## src/mpr_pkg.sv

```systemverilog
// Package for the message-passing configuration register bank
package mpr_pkg;
  localparam int unsigned ADDR_W = 24;
  localparam int unsigned DATA_W = 32;
  localparam logic [23:0] OFS_SRC_OPS = 24'h000018;
  localparam logic [23:0] OFS_DST_OPS = 24'h00001C;
  localparam logic [23:0] OFS_CSR_BASE = 24'h000040;
  localparam logic [23:0] OFS_EXT_BASE = 24'h000100;
  localparam logic [23:0] OFS_IMP_BASE = 24'h010000;
  // Big-endian bit n maps to vector index 31-n
  localparam int unsigned BIT_DATA_MSG = 31 - 20;
  localparam int unsigned BIT_DOORBELL = 31 - 21;
  localparam int unsigned IMPA_HI = 31 - 14;
  localparam int unsigned IMPA_LO = 31 - 15;
  localparam int unsigned IMPB_HI = 31 - 30;
  localparam int unsigned IMPB_LO = 31 - 31;
  localparam logic [31:0] RD_ZERO = 32'h00000000;
  localparam logic [1:0] STAT_DONE = 2'h0;

  typedef struct packed {
    logic valid;
    logic write;
    logic [23:0] addr;
    logic [31:0] wdata;
  } mpr_req_type;

  typedef struct packed {
    logic valid;
    logic error;
    logic [31:0] rdata;
  } mpr_rsp_type;
endpackage : mpr_pkg

```

## src/mpr_regs.sv

```systemverilog
// Message-passing capability register bank
`timescale 1ns/1ps
module mpr_regs #(
  parameter logic SRC_DATA_MSG = 1'b1,
  parameter logic SRC_DOORBELL = 1'b1,
  parameter logic DST_DATA_MSG = 1'b1,
  parameter logic DST_DOORBELL = 1'b1,
  parameter logic [3:0] SRC_IMPL = 4'h0,
  parameter logic [3:0] DST_IMPL = 4'h0
) (
  input wire logic i_ref_clk,
  input wire logic i_rst_b,
  input wire mpr_pkg::mpr_req_type i_maint_req,
  output mpr_pkg::mpr_rsp_type o_maint_rsp
);
  import mpr_pkg::*;

  // Configuration space regions
  typedef enum logic [2:0] {
    RGN_CAR = 3'h0,
    RGN_CSR = 3'h1,
    RGN_EXT = 3'h2,
    RGN_IMP = 3'h3
  } mpr_region_type;

  // Kinds of maintenance access
  typedef enum logic [1:0] {
    ACC_IDLE = 2'h0,
    ACC_READ = 2'h1,
    ACC_WRITE = 2'h2
  } mpr_access_type;

  logic req_valid;
  logic req_write;
  logic [ADDR_W-1:0] req_addr;
  logic [ADDR_W-1:0] req_word_addr;
  logic [3:0] car_idx;
  mpr_region_type region;
  mpr_access_type access;
  logic [DATA_W-1:0] src_word;
  logic [DATA_W-1:0] dst_word;
  logic [DATA_W-1:0] defined_mask;
  logic [DATA_W-1:0] car_rd;
  logic [DATA_W-1:0] region_rd;
  logic [DATA_W-1:0] rd_d;
  logic valid_d;
  logic error_d;
  logic valid_q;
  logic error_q;
  logic [DATA_W-1:0] rdata_q;

  // Request fields, low address bits ignored
  assign req_valid = i_maint_req.valid;
  assign req_write = i_maint_req.write;
  assign req_addr = i_maint_req.addr;
  assign req_word_addr = {req_addr[ADDR_W-1:2], 2'b00};
  assign car_idx = req_word_addr[5:2];

  // Access kind
  always_comb begin
    access = ACC_IDLE;
    if (req_valid) begin
      if (req_write) begin
        access = ACC_WRITE;
      end else begin
        access = ACC_READ;
      end
    end
  end

  // Region of the addressed word
  always_comb begin
    region = RGN_IMP;
    if (req_word_addr < OFS_CSR_BASE) begin
      region = RGN_CAR;
    end else if (req_word_addr < OFS_EXT_BASE) begin
      region = RGN_CSR;
    end else if (req_word_addr < OFS_IMP_BASE) begin
      region = RGN_EXT;
    end
  end

  // Fixed capability bits, big-endian numbering
  for (genvar g = 0; g < DATA_W; g++) begin : g_cap_bit
    if (g == BIT_DATA_MSG) begin : g_msg
      assign src_word[g] = SRC_DATA_MSG;
      assign dst_word[g] = DST_DATA_MSG;
      assign defined_mask[g] = 1'b1;
    end else if (g == BIT_DOORBELL) begin : g_bell
      assign src_word[g] = SRC_DOORBELL;
      assign dst_word[g] = DST_DOORBELL;
      assign defined_mask[g] = 1'b1;
    end else if (g == IMPA_HI) begin : g_impa_hi
      assign src_word[g] = SRC_IMPL[3];
      assign dst_word[g] = DST_IMPL[3];
      assign defined_mask[g] = 1'b1;
    end else if (g == IMPA_LO) begin : g_impa_lo
      assign src_word[g] = SRC_IMPL[2];
      assign dst_word[g] = DST_IMPL[2];
      assign defined_mask[g] = 1'b1;
    end else if (g == IMPB_HI) begin : g_impb_hi
      assign src_word[g] = SRC_IMPL[1];
      assign dst_word[g] = DST_IMPL[1];
      assign defined_mask[g] = 1'b1;
    end else if (g == IMPB_LO) begin : g_impb_lo
      assign src_word[g] = SRC_IMPL[0];
      assign dst_word[g] = DST_IMPL[0];
      assign defined_mask[g] = 1'b1;
    end else begin : g_rsvd
      assign src_word[g] = 1'b0;
      assign dst_word[g] = 1'b0;
      assign defined_mask[g] = 1'b0;
    end
  end

  // Capability region word table
  always_comb begin
    car_rd = RD_ZERO;
    unique case (car_idx)
      OFS_SRC_OPS[5:2]: begin
        car_rd = src_word & defined_mask;
      end
      OFS_DST_OPS[5:2]: begin
        car_rd = dst_word & defined_mask;
      end
      default: begin
        car_rd = RD_ZERO;
      end
    endcase
  end

  // Read word by region
  always_comb begin
    region_rd = RD_ZERO;
    unique case (region)
      RGN_CAR: begin
        region_rd = car_rd;
      end
      RGN_CSR: begin
        region_rd = RD_ZERO;
      end
      RGN_EXT: begin
        region_rd = RD_ZERO;
      end
      RGN_IMP: begin
        region_rd = RD_ZERO;
      end
      default: begin
        region_rd = RD_ZERO;
      end
    endcase
  end

  // Read data by access kind, writes discarded
  always_comb begin
    rd_d = RD_ZERO;
    unique case (access)
      ACC_IDLE: begin
        rd_d = RD_ZERO;
      end
      ACC_READ: begin
        rd_d = region_rd;
      end
      ACC_WRITE: begin
        rd_d = RD_ZERO;
      end
      default: begin
        rd_d = RD_ZERO;
      end
    endcase
  end

  // One answer per accepted request
  always_comb begin
    valid_d = 1'b0;
    if (access != ACC_IDLE) begin
      valid_d = 1'b1;
    end
  end

  // Every access completes as done
  always_comb begin
    error_d = 1'b0;
    if (req_valid) begin
      error_d = STAT_DONE[0];
    end
  end

  // Response valid
  always_ff @(posedge i_ref_clk or negedge i_rst_b) begin
    if (!i_rst_b) begin
      valid_q <= 1'b0;
    end else begin
      valid_q <= valid_d;
    end
  end

  // Completion status
  always_ff @(posedge i_ref_clk or negedge i_rst_b) begin
    if (!i_rst_b) begin
      error_q <= 1'b0;
    end else begin
      error_q <= error_d;
    end
  end

  // Read data, zero when no read
  always_ff @(posedge i_ref_clk or negedge i_rst_b) begin
    if (!i_rst_b) begin
      rdata_q <= RD_ZERO;
    end else begin
      rdata_q <= rd_d;
    end
  end

  // Response assembled from the registers
  assign o_maint_rsp = '{
    valid: valid_q,
    error: error_q,
    rdata: rdata_q
  };
endmodule : mpr_regs

```

## config.mk

```make
export PLATFORM = sky130hd
export DESIGN_NAME = mpr_regs
export DESIGN_NICKNAME = d
export VERILOG_FILES = /design/src/mpr_pkg.sv /design/src/mpr_regs.sv
export SDC_FILE = /design/constraint.sdc
export NUM_CORES = 1
export LEC_CHECK = 0
export BUFFER_PORTS_ARGS = -buffer_cell sky130_fd_sc_hd__buf_2
export CAP_MARGIN = 40
export CORE_UTILIZATION = 22
export DETAILED_ROUTE_END_ITERATION = 6
export PLACE_DENSITY = 0.83
export SYNTH_ARGS = -nofsm -noshare
export SYNTH_HDL_FRONTEND = slang
export SYNTH_SLANG_ARGS = --single-unit
```

## constraint.sdc

```tcl
create_clock -name i_ref_clk -period 1.59 [get_ports i_ref_clk]
set_clock_uncertainty 0.15 [all_clocks]
set_input_delay 0.318 -clock i_ref_clk [delete_from_list [all_inputs] [get_ports i_ref_clk]]
set_output_delay 0.318 -clock i_ref_clk [all_outputs]
set_load 0.03 [all_outputs]
```

==> key figures, run 1 <==
Floorplanning
  • Row count: 14
  • Placeable Area: 1540 sq um
  • Starting utilization of the core area: 0.241
  • Area of the die: 1860 sq um
  • I/O pin count: 94
  • Width of the chip: 43.1 um
  • Vertical die dimension: 43.1 um

Synth
  • Leading area contributor after synthesis: sky130_fd_sc_hd__buf_4
  • Synthesized instance count: 47
  • Synthesis warning total: 0
  • Fraction of the mapped netlist area in compound gates: 0
  • Synth Cell Area: 372 sq um
  • Share of the synthesized area in the top cell type: 0.667
  • FF+latch count, synth: 2
  • Mapped Avg Cell Area: 7.91 sq um
  • Post-synthesis sequential area ratio: 0.135
  • Post-synthesis xor/xnor area fraction: 0
  • Unique masters post-synth: 12
  • Simple-gate share of the synthesized area: 0.178
  • Top cells by area in the synthesized netlist: sky130_fd_sc_hd__buf_4 (67%), sky130_fd_sc_hd__dfrtp_1 (13%), sky130_fd_sc_hd__nor4_1 (3.4%)
  • Proportion of synthesized area in mux cells: 0
  • Post-Synth Adder-Cell Area: 0
  • Dominant combinational cell family by area after synthesis: buffers and inverters

Cells and area
  • Layout-stage area growth over the synthesis result: 13.1%
  • # nets final: 136
  • Antenna fix cells: 0
  • Core occupancy in the finished layout: 0.273
  • Layout cells sized above 1: 0.432

Timing
  • Final number of hold-violating endpoints: 0
  • Count of endpoints failing setup in the final report: 0
  • Achievable Freq: 808 MHz
  • Time the worst path needs with I/O delays and setup: 1240 ps
  • Share of the cycle needed by the critical path after routing: 0.778
  • Setup slack after layout: 353 ps
  • Unrepaired setup endpoints after global routing: false
  • Post-Route Setup TNS: 0 ps
  • Slew Limit Fails: 0

Clock tree
  • Number of buffers created by CTS: 3
  • Sink Count: 2
  • CTS Buffer Depth: 2
  • Post-CTS setup buffer count: 0
  • Clock Root Buffer: sky130_fd_sc_hd__clkbuf_4
  • CTS tree: yes
  • H-Tree Depth: 1
  • Clock slew at reported path FFs: 30 ps

Detailed routing
  • Number of design-rule violations left by the first detailed-router iteration: 0
  • First drt pass iteration count: 1
  • Routed Antenna Nets: 0
  • Total wire length: 700 um
  • DR vias/cell: 3.36
  • Vias after detailed routing: 302
  • DRC viols: 0
  • Wirelength per Cell: 7.78 um

Global routing
  • Global router's overall resource usage: 0.0682
  • Grt ovf: 0
  • Largest net degree at the start of global routing: 3
  • Initial antenna violation count: 0
  • Wire length of the first global-routing pass: 848 um
  • Via count of the first global-routing pass: 242

Job
  • Max-capacitance violation count: 0

Worst setup path
  • Sort of element at the end of the critical path: primary output
  • Nature of the critical path startpoint: register
  • CP cell instances: buf_2
  • Data required time at the worst endpoint: 1120 ps
  • Number of buffers and inverters on the critical path: 1
  • Max incr delay on CP: 370 ps
  • Standard cell with the maximum stage delay on the critical path: sky130_fd_sc_hd__dfrtp_1
  • Type of the setup path with the least slack: register to primary output
  • Crit-path leading delay family: flip-flops
  • Maximum net fanout on the critical path: 2
  • CP arrival: 770 ps
  • Count of cell instances traversed by the critical path: 1

Worst hold path
  • Hold Crit Depth: 1
  • Hold Crit Class: input port to register

Power and ir drop
  • Cell Pwr Density: 716 nW/um^2
  • Leakage power: 0.260 nW
  • Maximum vdd ir drop: 173 uV

Run status
  • Status: complete, no violations

Placed design
  • HPWL after detailed placement: 603 um
  • Routability congestion estimate: 0.491
  • Pre-CTS setup slack: 335 ps
  • # port buffers: 27
## registers in the layout, indices dropped and copies added, names as in the netlist
| register | flops |
|---|---|
| valid_q | 1 |
| rdata_q | 1 |
## cells in the final DEF, fill, tap and decap left out
| master | n |
|---|---|
| sky130_fd_sc_hd__nor3_1 | 1 |
| sky130_fd_sc_hd__buf_2 | 27 |
| sky130_fd_sc_hd__dfrtp_1 | 2 |
| sky130_fd_sc_hd__nand2_1 | 2 |
| sky130_fd_sc_hd__nor4b_1 | 1 |
| sky130_fd_sc_hd__nor4_1 | 2 |
| sky130_fd_sc_hd__nand4_1 | 1 |
| sky130_fd_sc_hd__clkbuf_4 | 3 |
| sky130_fd_sc_hd__nor3_2 | 1 |
| sky130_fd_sc_hd__conb_1 | 31 |
| sky130_fd_sc_hd__nor4_2 | 1 |
| sky130_fd_sc_hd__nor2_1 | 1 |
| sky130_fd_sc_hd__dlygate4sd3_1 | 1 |
## final timing paths
kind | startpoint | endpoint | slack (ps)
max | rdata_q[10] | o_maint_rsp[10] | 350
min | i_maint_req[57] | valid_q | 70
max in group asynchronous | i_rst_b | rdata_q[10] | 930
min in group asynchronous | i_rst_b | valid_q | 270
## stage by stage
step / instances / hold slack [ps] / total power (W) / area, sq um
final: 90 / 69.0 / 0.000301 / 420
after detailed placement: 86 / -46.8 / 0.000187 / 388
after global routing: 90 / 61.7 / 0.000324 / 420
after floorplan: 77 / -128 / 0.000217 / 484
after CTS: 90 / 58.1 / 0.000306 / 420
after global placement: 86 / -47.8 / 0.000185 / 388
## per-layer routing
metal	vias to the layer above	GRT usage	part of all wire
li1	141	-	-
met2	39	0.140	0.57
met3	0	0.0383	0.23
met5	-	0	0
met1	122	0.0280	0.20
met4	0	0.0727	0
## cell usage after synthesis (all sizes together)
cell     n
clkbuf   1
buf     33
conb     1
dfrtp    2
nor4     3
nor3     2
nor2     1
nor4b    1
nand2    2
nand4    1
## power breakdown
part | total [W] | internal, W | switching [W]
clock network | 0.000112 | 0.0000832 | 0.0000285
logic | 0.000136 | 0.0000255 | 0.000111
registers | 0.0000529 | 0.0000526 | 0.000000299
## logic make-up (layout without fill, tap and decap cells)
family	Yosys count	count (layout)
buffers and inverters	34	31
other	1	31
flip-flops	2	2
AND/OR/NAND/NOR	10	10
## timing repair
item,4_1_cts,5_1_grt
gates resized for setup,0,0
setup endpoints to repair,0,0
endpoints found under the hold margin,2,0
hold buffers,1,0
## area by class of cell
cell class / instances / area (sq um)
Tap cell: 16 / 20.0
Fill cell: 172 / 1120
Timing Repair Buffer: 28 / 145
Sequential cell: 2 / 50.0
Multi-Input combinational cell: 41 / 183
Clock buffer: 3 / 22.5
Power figures use the tool's default switching activity.
==> run 2, diff against run 1 <==
Settings changed: CORE_UTILIZATION 22 to 21, PLACE_DENSITY 0.83 to 0.79.
Clock period 1.59 ns to 1.25 ns, I/O delays scaled along.
==> run 2 against run 1 <==
Net effect:
- the run now ends with DRC left
- clock power up 22%
- cell count up 1.1%
- die area up 4.5%
- first-iteration DRC count up 10
- combinational power up 29%
- critical path depth unchanged
- critical endpoint unchanged
==> key figures, run 2 (synthesis gave the netlist of run 1 again) <==
Run status
  • Status: complete, but fails checks
  • Violations in the final reports: DRC

Clock tree
  • CTS Buffer Depth: 2
  • Clock Root Buffer: sky130_fd_sc_hd__clkbuf_4
  • Number of buffers created by CTS: 3
  • Post-CTS setup buffer count: 0
  • Count of instances resized after the clock tree is built: 0
  • Hold_buf cts: 2
  • Sink Count: 2
  • H-Tree Depth: 1
  • CTS tree: yes
  • Clock slew at reported path FFs: 30 ps

Power and ir drop
  • Switching share of power: 0.456
  • Maximum vdd ir drop: 171 uV
  • Share of power burned in registers: 0.177
  • Part of the power in combinational logic: 0.463
  • P_int: 0.000207 W
  • Leakage power: 0.264 nW
  • Switching power total: 0.000173 W
  • Cell Pwr Density: 883 nW/um^2
  • Part of the power in the clock network: 0.360

Cells and area
  • Registers with the most flip-flops: rdata_q (1), valid_q (1)
  • # nets final: 137
  • Non-Filler Instances: 91
  • Most common library cell in the layout ignoring fill and taps: sky130_fd_sc_hd__conb_1
  • Finished Cell Area: 430 sq um
  • Layout-stage area growth over the synthesis result: 15.8%
  • Antenna fix cells: 0
  • Commonest non-fill, non-tap cells in the layout: sky130_fd_sc_hd__conb_1 (31), sky130_fd_sc_hd__buf_2 (27), sky130_fd_sc_hd__clkbuf_4 (3)
  • Layout cells sized above 1: 0.427

Global routing
  • Global router's overall resource usage: 0.0523
  • Via count of the first global-routing pass: 207
  • Initial antenna violation count: 0
  • Largest net degree at the start of global routing: 3
  • Wire length of the first global-routing pass: 655 um
  • Grt ovf: 0

Placed design
  • HPWL after detailed placement: 594 um
  • Post-placement cell count: 86
  • Instance area at placement: 388 sq um
  • Routability congestion estimate: 0.483
  • Pre-CTS setup slack: 27.8 ps
  • # port buffers: 27

Worst hold path
  • Hold Crit Depth: 4
  • Origin of the worst min-delay path: i_maint_req[49]
  • Hold Crit Class: input port to register
  • Hold Path Sink: rdata_q[10]

Worst setup path
  • Sort of element at the end of the critical path: primary output
  • CP cell instances: buf_2
  • Number of buffers and inverters on the critical path: 1
  • CP arrival: 750 ps
  • Crit-path leading delay family: flip-flops
  • Data required time at the worst endpoint: 850 ps
  • Nature of the critical path startpoint: register
  • Standard cell with the maximum stage delay on the critical path: sky130_fd_sc_hd__dfrtp_1
  • Max incr delay on CP: 360 ps
  • Type of the setup path with the least slack: register to primary output
  • Maximum net fanout on the critical path: 2

Detailed routing
  • DR vias/cell: 3.27
  • Vias after detailed routing: 298
  • Routed Antenna Nets: 0
  • DRC viols: 8
  • Wirelength per Cell: 7.54 um
  • First drt pass iteration count: 7
  • Total wire length: 686 um
  • Number of design-rule violations left by the first detailed-router iteration: 10

Timing
  • Slew Limit Fails: 0
  • Achievable Freq: 871 MHz
  • Time the worst path needs with I/O delays and setup: 1150 ps
  • Unrepaired setup endpoints after global routing: false
  • Share of the cycle needed by the critical path after routing: 0.919
  • Count of endpoints failing setup in the final report: 0
  • Post-Route Setup TNS: 0 ps
  • Setup slack after layout: 101 ps
  • Final number of hold-violating endpoints: 0

Floorplanning
  • Placeable Area: 1580 sq um
  • Width of the chip: 44.1 um
  • Area of the die: 1940 sq um
  • Vertical die dimension: 44.1 um
  • Row count: 14
  • Starting utilization of the core area: 0.236
  • I/O pin count: 94

Job
  • Max-capacitance violation count: 0
-- run 2: worst max path at each step --
| stage | from | to | slack (ps) | cells after the start |
|---|---|---|---|---|
| floorplan | rdata_q[10] | o_maint_rsp[11] | 150 | 1 |
| global placement | i_maint_req[52] | rdata_q[10] | 80 | 4 |
| detailed placement | i_maint_req[52] | rdata_q[10] | 30 | 4 |
| CTS | rdata_q[10] | o_maint_rsp[10] | 100 | 1 |
| global route | rdata_q[10] | o_maint_rsp[10] | 80 | 1 |
| finish | rdata_q[10] | o_maint_rsp[10] | 100 | 1 |
-- run 2: layout make-up --
type | instances | area [sq um]
clock buffers | 3 | 22.5
fillers | 176 | 1150
multi-input cells | 41 | 183
flip-flops and latches | 2 | 50.0
well taps | 16 | 20.0
repair buffers | 29 | 155
-- run 2: power groups by stage --
stage	logic (W)	registers [W]	clock network [W]
2_1_floorplan	0.000208	0.0000679	0
6_report	0.000176	0.0000671	0.000137
4_1_cts	0.000175	0.0000671	0.000143
5_1_grt	0.000185	0.0000671	0.000146
3_5_place_dp	0.000169	0.0000678	0
3_3_place_gp	0.000168	0.0000679	0
-- run 2: per-layer routing --
layer  GRT usage  routed length [um]  vias up
met5           0                   0        -
met4      0.0545                   0        0
met3      0.0122                 158        0
met2       0.124                 383       39
met1      0.0200                 145      115
li1            -                   -      144
-- run 2: through the flow --
stage | util | hold slack, ps | power [W]
after global placement | 0.246 | -115 | 0.000236
after global routing | 0.273 | 159 | 0.000397
after floorplan | - | -196 | 0.000276
final | 0.273 | 142 | 0.000380
after CTS | 0.273 | 139 | 0.000385
after detailed placement | 0.246 | -112 | 0.000237
==> run 3, diff against run 2 <==
--- a/config.mk
+++ b/config.mk
@@ -7,2 +7,3 @@
 export LEC_CHECK = 0
+export ABC_AREA = 0
 export BUFFER_PORTS_ARGS = -buffer_cell sky130_fd_sc_hd__buf_2
==> constraint.sdc (replaced) <==
create_clock -name i_ref_clk -period 1.25 [get_ports i_ref_clk]
set_clock_uncertainty 0.15 [all_clocks]
set_input_delay 0.0625 -clock i_ref_clk [delete_from_list [all_inputs] [get_ports i_ref_clk]]
set_output_delay 0.0625 -clock i_ref_clk [all_outputs]
set_load 0.03 [all_outputs]
==> run 3 against run 2 <==
Net effect:
- the flow finishes with violations (DRC, hold timing)
- first-iteration DRC count grew 10%
- sequential share of layout area shrank 0.90 points
- flip-flop and latch count is the same
- design area grew 8.4%
- wire length grew 6.9%
- count of clock-buffer cells in the layout is the same
- total power grew 2.4%
- worst hold slack lost 190 ps
==> key figures, run 3 (synthesis gave the netlist of run 1 again) <==
Timing
  • Time the worst path needs with I/O delays and setup: 1170 ps
  • Achievable Freq: 852 MHz
  • Share of the cycle needed by the critical path after routing: 0.939
  • Unrepaired setup endpoints after global routing: false
  • Fin Hold WS: -45.2 ps
  • Slew Limit Fails: 0
  • Post-Route Setup TNS: 0 ps
  • Final number of hold-violating endpoints: 1
  • Count of endpoints failing setup in the final report: 0

Clock tree
  • Clock slew at reported path FFs: 30 ps
  • CTS Buffer Depth: 2
  • CTS tree: yes
  • Sink Count: 2
  • H-Tree Depth: 1
  • Post-CTS setup buffer count: 0
  • Clock Root Buffer: sky130_fd_sc_hd__clkbuf_4
  • Number of buffers created by CTS: 3

Worst setup path
  • Maximum net fanout on the critical path: 2
  • CP cell instances: dlygate4sd3_1 -> buf_2 -> nor4b_1 -> nand2_1 -> nor3_2
  • Max incr delay on CP: 530 ps
  • Type of the setup path with the least slack: input port to register
  • Number of buffers and inverters on the critical path: 2
  • Crit-path leading delay family: buffers and inverters
  • CP arrival: 1150 ps
  • Sort of element at the end of the critical path: register
  • Standard cell with the maximum stage delay on the critical path: sky130_fd_sc_hd__dlygate4sd3_1
  • Nature of the critical path startpoint: input port
  • Data required time at the worst endpoint: 1230 ps

Placed design
  • Routability congestion estimate: 0.483
  • Post-placement cell count: 86
  • HPWL after detailed placement: 594 um
  • # port buffers: 27

Floorplanning
  • Vertical die dimension: 44.1 um
  • Starting utilization of the core area: 0.236
  • I/O pin count: 94
  • Row count: 14
  • Area of the die: 1940 sq um
  • Placeable Area: 1580 sq um
  • Width of the chip: 44.1 um

Power and ir drop
  • Total Power: 0.000389 W
  • Maximum vdd ir drop: 176 uV
  • Cell Pwr Density: 834 nW/um^2
  • Leakage power: 0.277 nW

Detailed routing
  • Met3 WL: 178 um
  • Uppermost routed layer: met4
  • Vias after detailed routing: 310
  • Total met2 wirelength after detailed routing: 394 um
  • Total wire length: 733 um
  • First drt pass iteration count: 7
  • Routed Antenna Nets: 0
  • DR vias/cell: 3.30
  • Wirelength per Cell: 7.80 um
  • Number of design-rule violations left by the first detailed-router iteration: 11
  • Met1 layer wirelength in the final routing: 154 um
  • DRC viols: 8

Global routing
  • Via count of the first global-routing pass: 213
  • Global router's overall resource usage: 0.0548
  • Largest net degree at the start of global routing: 3
  • Grt ovf: 0
  • Initial antenna violation count: 0
  • Wire length of the first global-routing pass: 690 um

Worst hold path
  • Hold Crit Class: input port to register
  • Origin of the worst min-delay path: i_maint_req[49]
  • Hold Crit Depth: 4
  • Hold Path Sink: rdata_q[10]

Cells and area
  • Non-Filler Instances: 94
  • Most common library cell in the layout ignoring fill and taps: sky130_fd_sc_hd__conb_1
  • # nets final: 140
  • Commonest non-fill, non-tap cells in the layout: sky130_fd_sc_hd__conb_1 (31), sky130_fd_sc_hd__buf_2 (27), sky130_fd_sc_hd__dlygate4sd3_1 (5)
  • Layout cells sized above 1: 0.423
  • Antenna fix cells: 0
  • Registers with the most flip-flops: rdata_q (1), valid_q (1)
  • Layout-stage area growth over the synthesis result: 25.6%

Job
  • Max-capacitance violation count: 0

Run status
  • Violations in the final reports: DRC, hold timing
  • Status: complete, but fails checks
## run 3: cell types whose count changed in the layout (fill, tap and decap cells not counted)
cell                            change
sky130_fd_sc_hd__nor4_2             +1
sky130_fd_sc_hd__nor4_1             -1
sky130_fd_sc_hd__dlygate4sd3_1      +3
## run 3: area by class of cell
type | count | area (sq um)
fill | 171 | 1110
sequential | 2 | 50.0
clock buffer | 3 | 22.5
tap | 16 | 20.0
multi-input combinational | 41 | 189
timing repair buffer | 32 | 185
## run 3: worst max-delay path by stage
stage | startpoint | endpoint | slack, ps | cells past startpoint
floorplan | rdata_q[10] | o_maint_rsp[11] | 330 | 1
global placement | i_maint_req[52] | rdata_q[10] | 270 | 4
detailed placement | i_maint_req[52] | rdata_q[10] | 220 | 4
CTS | i_maint_req[55] | rdata_q[10] | 70 | 5
global route | i_maint_req[57] | rdata_q[10] | 0.3 | 5
finish | i_maint_req[57] | rdata_q[10] | 80 | 5
## run 3: stage by stage
step / setup slack, ps / instance area [sq um] / utilization
after detailed placement: 215 / 388 / 0.246
after CTS: 73.9 / 440 / 0.279
after floorplan: 334 / 484 / -
final: 76.1 / 467 / 0.296
after global routing: 0.275 / 467 / 0.296
after global placement: 265 / 388 / 0.246
## run 3: repair_timing
| action | 4_1_cts | 5_1_grt |
|---|---|---|
| gates resized for setup | 0 | 1 |
| setup endpoints to repair | 0 | 1 |
| hold buffers | 3 | 2 |
| endpoints found under the hold margin | 4 | 1 |
## run 3: tightest hold or removal path: stages
cell and delay (ps):
sky130_fd_sc_hd__buf_2 70, sky130_fd_sc_hd__nor4_1 40, sky130_fd_sc_hd__nand2_1 60, sky130_fd_sc_hd__nor3_2 40
## run 3: routing by layer
| layer | track usage | vias up |
|---|---|---|
| li1 | - | 149 |
| met1 | 0.0200 | 120 |
| met2 | 0.129 | 39 |
| met3 | 0.0163 | 2 |
| met4 | 0.0545 | 0 |
| met5 | 0 | - |
## run 3: report_power, final
group / total, W / switching [W] / leakage [nW] / internal, W
Sequential: 0.0000671 / 0.000000253 / 0.0256 / 0.0000669
Combinational: 0.000185 / 0.000144 / 0.238 / 0.0000411
Clock: 0.000137 / 0.0000312 / 0.0138 / 0.000105
Total: 0.000389 / 0.000176 / 0.277 / 0.000213
